[src/gpp_pkg.sv]
// constants, field layouts and carriers for the 32-pin general purpose port
// How it works
// - drive level register, one bit per pin
// - level-set alias sets bits written one
// - level-clear alias clears bits written one
// - level aliases read back drive level register
// - direction register, zero input, one output
// - direction-set alias makes written pins outputs
// - direction aliases read back direction register
// - sampled level reports pin inputs when connected
// - direction bit shared with line config
package gpp_pkg;

    localparam int          GPP_PINS          = 32;
    localparam int          GPP_ADDR_W        = 12;
    localparam int          GPP_DATA_W        = 32;

    // register byte offsets
    localparam logic [11:0] OFS_DRIVE_LEVEL   = 12'h504;
    localparam logic [11:0] OFS_DRIVE_SET     = 12'h508;
    localparam logic [11:0] OFS_DRIVE_CLEAR   = 12'h50C;
    localparam logic [11:0] OFS_SAMPLED_LEVEL = 12'h510;
    localparam logic [11:0] OFS_ORIENT        = 12'h514;
    localparam logic [11:0] OFS_ORIENT_SET    = 12'h518;
    localparam logic [11:0] OFS_ORIENT_CLEAR  = 12'h51C;
    localparam logic [11:0] OFS_LINE_CFG_BASE = 12'h700;
    localparam logic [11:0] OFS_LINE_CFG_LAST = 12'h77C;

    // values after reset
    localparam logic [31:0] RST_DRIVE_LEVEL   = 32'h0000_0000;
    localparam logic [31:0] RST_ORIENT        = 32'h0000_0000;
    localparam logic [31:0] RST_LINE_CFG      = 32'h0000_0002;
    localparam logic [31:0] RST_RDATA         = 32'h0000_0000;

    // line config field positions
    localparam int          POS_DIR           = 0;
    localparam int          POS_INPUT         = 1;
    localparam int          POS_PULL          = 2;
    localparam int          POS_DRIVE         = 8;
    localparam int          POS_SENSE         = 16;

    // pull encodings
    localparam logic [1:0]  PULL_DOWN         = 2'h1;
    localparam logic [1:0]  PULL_UP           = 2'h3;

    typedef struct packed {
        logic [1:0] sense;
        logic [2:0] drive;
        logic [1:0] pull;
        logic       input_off;
    } gpp_line_cfg_s;

    localparam gpp_line_cfg_s RST_LINE_FIELDS = '{sense: 2'h0, drive: 3'h0,
                                                  pull: 2'h0, input_off: 1'b1};

    typedef struct packed {
        logic [11:0] addr;
        logic [31:0] wdata;
        logic        we;
        logic        re;
    } gpp_bus_req_s;

    // build a line config word from the shared direction bit and the fields
    function automatic logic [31:0] gpp_cfg_pack(input logic dir, input gpp_line_cfg_s c);
        logic [31:0] w;
        w = 32'h0000_0000;
        w[POS_DIR] = dir;
        w[POS_INPUT] = c.input_off;
        w[POS_PULL +: 2] = c.pull;
        w[POS_DRIVE +: 3] = c.drive;
        w[POS_SENSE +: 2] = c.sense;
        return w;
    endfunction : gpp_cfg_pack

    // take the stored fields out of a written line config word
    function automatic gpp_line_cfg_s gpp_cfg_unpack(input logic [31:0] w);
        gpp_line_cfg_s c;
        c.input_off = w[POS_INPUT];
        c.pull = w[POS_PULL +: 2];
        c.drive = w[POS_DRIVE +: 3];
        c.sense = w[POS_SENSE +: 2];
        return c;
    endfunction : gpp_cfg_unpack

    // true when an address falls in the line config window
    function automatic logic gpp_is_line_cfg(input logic [11:0] a);
        return (a >= OFS_LINE_CFG_BASE) && (a <= OFS_LINE_CFG_LAST) && (a[1:0] == 2'h0);
    endfunction : gpp_is_line_cfg

endpackage : gpp_pkg

[src/gpp_in_sync.sv]
// two-stage synchroniser for the pin inputs with input buffer gating
`timescale 1ns/1ns
`default_nettype none
module gpp_in_sync
    import gpp_pkg::*;
(
    input  wire logic                clk_i,
    input  wire logic                reset_n_i,
    input  wire logic [GPP_PINS-1:0] pad_in_i,
    input  wire logic [GPP_PINS-1:0] buf_on_i,
    output logic      [GPP_PINS-1:0] level_o
);

    logic [GPP_PINS-1:0] meta;
    logic [GPP_PINS-1:0] stable;

    // first stage feeds only the second stage
    always_ff @(posedge clk_i or negedge reset_n_i) begin
        if (!reset_n_i) begin
            meta   <= '0;
            stable <= '0;
        end else begin
            meta   <= pad_in_i;
            stable <= meta;
        end
    end

    // a disconnected buffer reads low, its pin value is not valid
    always_ff @(posedge clk_i or negedge reset_n_i) begin
        if (!reset_n_i) begin
            level_o <= '0;
        end else begin
            level_o <= stable & buf_on_i;
        end
    end

endmodule : gpp_in_sync
`default_nettype wire

[src/gpp_pin_drive.sv]
// per-pin output driver: level, enable, strength and pulls from flip-flops
`timescale 1ns/1ns
`default_nettype none
module gpp_pin_drive
    import gpp_pkg::*;
(
    input  wire logic                               clk_i,
    input  wire logic                               reset_n_i,
    input  wire logic          [GPP_PINS-1:0]       level_i,
    input  wire logic          [GPP_PINS-1:0]       dir_i,
    input  wire gpp_line_cfg_s [GPP_PINS-1:0]       cfg_i,
    output logic               [GPP_PINS-1:0]       pad_out_o,
    output logic               [GPP_PINS-1:0]       pad_oe_o,
    output logic               [GPP_PINS-1:0]       pad_hi_drive_o,
    output logic               [GPP_PINS-1:0]       pull_up_o,
    output logic               [GPP_PINS-1:0]       pull_down_o
);

    logic [GPP_PINS-1:0] next_oe;
    logic [GPP_PINS-1:0] next_hi;

    // drive modes 4..7 float one of the levels for wired-or and wired-and
    always_comb begin
        for (int i = 0; i < GPP_PINS; i++) begin
            logic [2:0] m;
            m = cfg_i[i].drive;
            if (level_i[i]) begin
                next_oe[i] = dir_i[i] && (m != 3'h6) && (m != 3'h7);
                next_hi[i] = (m == 3'h2) || (m == 3'h3) || (m == 3'h5);
            end else begin
                next_oe[i] = dir_i[i] && (m != 3'h4) && (m != 3'h5);
                next_hi[i] = (m == 3'h1) || (m == 3'h3) || (m == 3'h7);
            end
        end
    end

    // registered so the pads never see a decode glitch
    always_ff @(posedge clk_i or negedge reset_n_i) begin
        if (!reset_n_i) begin
            pad_out_o      <= '0;
            pad_oe_o       <= '0;
            pad_hi_drive_o <= '0;
            pull_up_o      <= '0;
            pull_down_o    <= '0;
        end else begin
            pad_out_o      <= level_i;
            pad_oe_o       <= next_oe;
            pad_hi_drive_o <= next_hi & next_oe;
            for (int i = 0; i < GPP_PINS; i++) begin
                pull_up_o[i]   <= (cfg_i[i].pull == PULL_UP);
                pull_down_o[i] <= (cfg_i[i].pull == PULL_DOWN);
            end
        end
    end

endmodule : gpp_pin_drive
`default_nettype wire

[src/gpp_port.sv]
// top of the general purpose port: register slave, storage and pin wiring
//
// Local design decision: the plain strobed port.
`timescale 1ns/1ns
`default_nettype none
module gpp_port
    import gpp_pkg::*;
(
    input  wire logic                  clk_i,
    input  wire logic                  reset_n_i,
    // register port
    input  wire logic [GPP_ADDR_W-1:0] addr_i,
    input  wire logic [GPP_DATA_W-1:0] wdata_i,
    input  wire logic                  we_i,
    input  wire logic                  re_i,
    output logic      [GPP_DATA_W-1:0] rdata_o,
    // pins
    input  wire logic [GPP_PINS-1:0]   pad_in_i,
    output logic      [GPP_PINS-1:0]   pad_out_o,
    output logic      [GPP_PINS-1:0]   pad_oe_o,
    output logic      [GPP_PINS-1:0]   pad_hi_drive_o,
    output logic      [GPP_PINS-1:0]   pull_up_o,
    output logic      [GPP_PINS-1:0]   pull_down_o
);

    gpp_bus_req_s                   req;
    logic          [GPP_PINS-1:0]   drive_level_reg;
    logic          [GPP_PINS-1:0]   orientation_reg;
    gpp_line_cfg_s [GPP_PINS-1:0]   line_config;
    logic          [GPP_PINS-1:0]   sampled_level;
    logic          [GPP_PINS-1:0]   buf_on;
    logic                           wr_level;
    logic                           wr_level_set;
    logic                           wr_level_clear;
    logic                           wr_orient;
    logic                           wr_orient_set;
    logic                           wr_orient_clear;
    logic                           wr_line;
    logic          [4:0]            line_idx;
    logic          [GPP_DATA_W-1:0] next_rdata;

    // bundle the bus port so the decode reads one carrier
    assign req = '{addr: addr_i, wdata: wdata_i, we: we_i, re: re_i};

    // line config word n sits at base plus four times n
    assign line_idx = 5'((req.addr - OFS_LINE_CFG_BASE) >> 2);

    // write decode, one strobe per register, one shared by the whole line config window
    always_comb begin
        wr_level        = req.we && (req.addr == OFS_DRIVE_LEVEL);
        wr_level_set    = req.we && (req.addr == OFS_DRIVE_SET);
        wr_level_clear  = req.we && (req.addr == OFS_DRIVE_CLEAR);
        wr_orient       = req.we && (req.addr == OFS_ORIENT);
        wr_orient_set   = req.we && (req.addr == OFS_ORIENT_SET);
        wr_orient_clear = req.we && (req.addr == OFS_ORIENT_CLEAR);
        wr_line         = req.we && gpp_is_line_cfg(req.addr);
    end

    // drive level: plain write, or bitwise set and clear with no
    // read-modify-write race between software threads
    always_ff @(posedge clk_i or negedge reset_n_i) begin
        if (!reset_n_i) begin
            drive_level_reg <= RST_DRIVE_LEVEL;
        end else if (wr_level) begin
            drive_level_reg <= req.wdata;
        end else if (wr_level_set) begin
            drive_level_reg <= drive_level_reg | req.wdata;
        end else if (wr_level_clear) begin
            drive_level_reg <= drive_level_reg & ~req.wdata;
        end
    end

    // direction: one flip-flop per pin, reached from the direction
    // register, its two aliases and bit 0 of the pin's line config
    always_ff @(posedge clk_i or negedge reset_n_i) begin
        if (!reset_n_i) begin
            orientation_reg <= RST_ORIENT;
        end else if (wr_orient) begin
            orientation_reg <= req.wdata;
        end else if (wr_orient_set) begin
            orientation_reg <= orientation_reg | req.wdata;
        end else if (wr_orient_clear) begin
            orientation_reg <= orientation_reg & ~req.wdata;
        end else if (wr_line) begin
            orientation_reg[line_idx] <= req.wdata[POS_DIR];
        end
    end

    // remaining line config fields; reset leaves input buffers off
    always_ff @(posedge clk_i or negedge reset_n_i) begin
        if (!reset_n_i) begin
            for (int i = 0; i < GPP_PINS; i++) begin
                line_config[i] <= RST_LINE_FIELDS;
            end
        end else if (wr_line) begin
            line_config[line_idx] <= gpp_cfg_unpack(req.wdata);
        end
    end

    // input buffer connected when its disconnect bit is low
    always_comb begin
        for (int i = 0; i < GPP_PINS; i++) begin
            buf_on[i] = ~line_config[i].input_off;
        end
    end

    // read mux; reads have no side effect on any register
    always_comb begin
        next_rdata = RST_RDATA;
        case (req.addr)
            OFS_DRIVE_LEVEL:   next_rdata = drive_level_reg;
            OFS_DRIVE_SET:     next_rdata = drive_level_reg;
            OFS_DRIVE_CLEAR:   next_rdata = drive_level_reg;
            OFS_SAMPLED_LEVEL: next_rdata = sampled_level;
            OFS_ORIENT:        next_rdata = orientation_reg;
            OFS_ORIENT_SET:    next_rdata = orientation_reg;
            OFS_ORIENT_CLEAR:  next_rdata = orientation_reg;
            default: begin
                if (gpp_is_line_cfg(req.addr)) begin
                    // direction bit read back from the shared flip-flop
                    next_rdata = gpp_cfg_pack(orientation_reg[line_idx],
                                              line_config[line_idx]);
                end else begin
                    next_rdata = RST_RDATA;  // unmapped reads as zero
                end
            end
        endcase
    end

    // read data stands only in the cycle after the strobe
    always_ff @(posedge clk_i or negedge reset_n_i) begin
        if (!reset_n_i) begin
            rdata_o <= RST_RDATA;
        end else if (req.re) begin
            rdata_o <= next_rdata;
        end else begin
            rdata_o <= RST_RDATA;
        end
    end

    // pins come from outside the clock domain, so two stages first
    gpp_in_sync u_in_sync (
        .clk_i     (clk_i),
        .reset_n_i (reset_n_i),
        .pad_in_i  (pad_in_i),
        .buf_on_i  (buf_on),
        .level_o   (sampled_level)
    );

    // output stage turns level, direction and drive mode into pad controls
    gpp_pin_drive u_pin_drive (
        .clk_i          (clk_i),
        .reset_n_i      (reset_n_i),
        .level_i        (drive_level_reg),
        .dir_i          (orientation_reg),
        .cfg_i          (line_config),
        .pad_out_o      (pad_out_o),
        .pad_oe_o       (pad_oe_o),
        .pad_hi_drive_o (pad_hi_drive_o),
        .pull_up_o      (pull_up_o),
        .pull_down_o    (pull_down_o)
    );

endmodule : gpp_port
`default_nettype wire

[config.mk]
export PLATFORM = sky130hd
export DESIGN_NAME = gpp_port
export DESIGN_NICKNAME = d
export VERILOG_FILES = /design/src/gpp_pkg.sv /design/src/gpp_in_sync.sv /design/src/gpp_pin_drive.sv /design/src/gpp_port.sv
export SDC_FILE = /design/constraint.sdc
export NUM_CORES = 1
export LEC_CHECK = 0
export BUFFER_PORTS_ARGS = -buffer_cell sky130_fd_sc_hd__buf_2
export CORE_ASPECT_RATIO = 0.5
export CORE_UTILIZATION = 30
export DETAILED_ROUTE_END_ITERATION = 12
export PLACE_DENSITY_LB_ADDON = 0.05
export SYNTH_ARGS = -nofsm -noshare
export SYNTH_HDL_FRONTEND = slang
export SYNTH_SLANG_ARGS = --single-unit
[constraint.sdc]
create_clock -name clk_i -period 3 [get_ports clk_i]
set_input_delay 0.6 -clock clk_i [delete_from_list [all_inputs] [get_ports clk_i]]
set_output_delay 0.6 -clock clk_i [all_outputs]
set_load 0.05 [all_outputs]
==> flow_summary.yaml <==
routing:
  via_per_inst: 5.13
  detail_route.wl_per_cell_um: 26.8
  drtPass1Iterations: 10
  drcViolationCount: 2
  ant_nets: 0
  num_vias: 18400
  first_iter_violations: 1506
  routed_wl_um: 96500
sta:
  finalCritPeriodShare: 1.03
  worst_hold_slack_ps: 48.0
  slew_headroom: 0.00969
  finalCriticalPeriod_ps: 3080
  finalSetupViolCount: 1
  timing.fmax_mhz: 325
  fin_ws_ps: -77.9
  worstMarginPinSlew_ps: 1490
  slew_viol_final: 0
  fin_worst_skew_ps: 29.9
  hold_viol_final: 0
  rsz0062_at_grt: "false"
synthesis:
  seq_area_frac_synth: 0.583
  synth_seq_cells: 608
  synth_ff_type: "dfrtp_1"
  synth_edf_count: 0
  synth.cell_area_um2: 26200
  synthArstFlopShare: 1.00
  synthCells: 1994
  yosys.cell_types.count: 72
  synth_area_per_cell_um2: 13.1
  yosys_warnings: 0
  synth.net_count: 2074
floorplanning:
  die-area_um2: 88400
  die_w_um: 420
  io_pins: 272
  die_h_um: 211
  rows: 76
  start_util: 0.304
  core_area_um2: 86200
setup_path:
  worstPathArrival_ps: 3620
  crit_path_start: "addr_i[0]"
  critPathMaxStageDelay_ps: 1220
  slowest_stage: "a221oi_1"
  cp_cell_sequence: "buf_2 -> nand4bb_1 -> or4_1 -> a221oi_1 -> nand4_1 -> o32ai_1"
  crit_type: "input pin to register"
  critPathTopFamily: "compound AO/OA/AOI/OAI gates"
  rr_startpoint: "line_config[193]$_DFFE_PN0P_"
  endpoint_kind: "register"
  required_ps: 3540
  crit_fanout: 8
  worst-path-buf-inv: 1
  crit_path_start_kind: "input pin"
outcome:
  outcome: "finished with violations"
  violations: "DRC, setup timing"
cells_and_area:
  largest_reg_flops: 256
  final_common_cell: "dfrtp_1"
  syn_to_final_growth_pct: 23.5
  final_cell_mix: "dfrtp_1, buf_2, mux2_2"
  regMostFlops: "line_config"
  nets: 2454
  fill_cells: 8469
  final_util: 0.375
  drive_gt1_frac: 0.382
pwr:
  cellLeakagePower_nw: 15.1
  powerDensity_nw_per_um2: 535
  irDropWorstVdd_uv: 409
cts:
  cts_sinks: 608
  htree_levels: 2
  clockBufferDepth: 3
  cts.reportedPaths.clkPinSlew_ps: 80
  numCtsBuffers: 60
  cts_root_buf: "clkbuf_16"
  postCtsSetupBuffers: 0
  cts_tree: "built"
  clock_latency_ps: 640
grt:
  grtUsageTotal: 0.219
  grt_pass1_vias: 18500
  grt.overflow.total: 0
  antenna_found_initial: 9
  grt_max_degree: 90
  grt_pass1_wl_um: 139000
min_path:
  hp-class: "input pin to register"
  hp-start: "pad_in_i[7]"
placement:
  gp_congestion: 0.897
  port_buffers: 271
  dp_hpwl_um: 69600
job:
  cap_viol_max_count: 0
-- worst paths after layout --
check	slack (ps)	cells after the start	endpoint
max reg2reg	540	5	rdata_o[2]$_DFF_PN0_
max	-80	6	rdata_o[2]$_DFF_PN0_
max in group asynchronous	1570	3	u_pin_drive.pull_up_o[25]$_DFF_PN0_
min	50	1	u_in_sync.meta[7]$_DFF_PN0_
min reg2reg	340	0	u_in_sync.stable[16]$_DFF_PN0_
min in group asynchronous	480	2	u_pin_drive.pull_down_o[5]$_DFF_PN0_
-- where the power goes --
part           switching (mW)  internal, mW  total (mW)
Combinational           0.630         0.271       0.901
Clock                    3.46          4.58        8.05
Sequential             0.0609          8.29        8.35
Total                    4.15          13.1        17.3
-- worst register-to-register path: cells and delay by family (launching register included) --
kind            cells  cell delay (ps)
compound gates      2             1520
flops               1              390
buf+inv             1              150
simple gates        1              240
mux                 1               90
-- cells by family after synthesis --
group | Yosys count | synth area share
AOI/OAI and AO/OA | 433 | 0.116
muxes | 357 | 0.170
and+or+nand+nor | 419 | 0.0951
buffers and inverters | 145 | 0.0251
DFF | 608 | 0.583
xor gates and xnor gates | 32 | 0.0107
-- repair_timing --
item,in CTS,in global routing
hold buffers,1,0
setup endpoints to repair,0,1
endpoints found under the hold margin,21,0
resized for setup,0,1
-- Yosys cell counts, types with 14 or more instances --
master    number  area, um2
dfrtp_1      576      14400
mux2_2       254       2860
nor2_1       127        477
o21ai_0       87        435
nor2b_1       78        488
a21oi_1       76        380
clkbuf_1      60        225
mux2i_1       54        541
mux4_2        43        968
nand2_1       41        154
buf_2         39        195
a21boi_0      36        270
and2_1        33        206
o211ai_1      33        248
a22o_1        32        280
dfstp_2       32        841
xnor2_1       32        280
inv_1         26       97.6
a22oi_1       25        188
nor3_1        24        120
a222oi_1      23        230
o21a_1        22        165
nand2b_1      17        106
o22ai_1       14       87.6
-- area by class of cell --
type	instances	area [um2]	area share
Tap cell	1170	1460	0.0453
Clock inverter	31	365	0.0113
Sequential cell	608	15300	0.472
Inverter	26	97.6	0.00302
Multi-Input combinational cell	1241	10300	0.319
Timing Repair Buffer	437	3130	0.0970
Antenna cell	3	7.51	0.000232
Clock buffer	80	1700	0.0525
-- per-stage QoR --
step	std cells	setup WS, ps	TNS, ps	area (um2)	total power [mW]
2_1_floorplan	1994	500	0	26200	8.81
3_3_place_gp	3480	-731	-2540	30200	9.42
3_5_place_dp	3480	-689	-2630	30200	9.42
4_1_cts	3592	11.7	0	32300	17.6
5_1_grt	3595	48.0	0	32300	18.0
6_report	3596	-77.9	-77.9	32300	17.3
-- layer usage --
layer | routed length [um] | global-route usage
met5 | 13 | 0
met4 | 1720 | 0.0404
met3 | 5690 | 0.0461
met2 | 41800 | 0.321
met1 | 47300 | 0.332
Power figures use the tool's default switching activity.
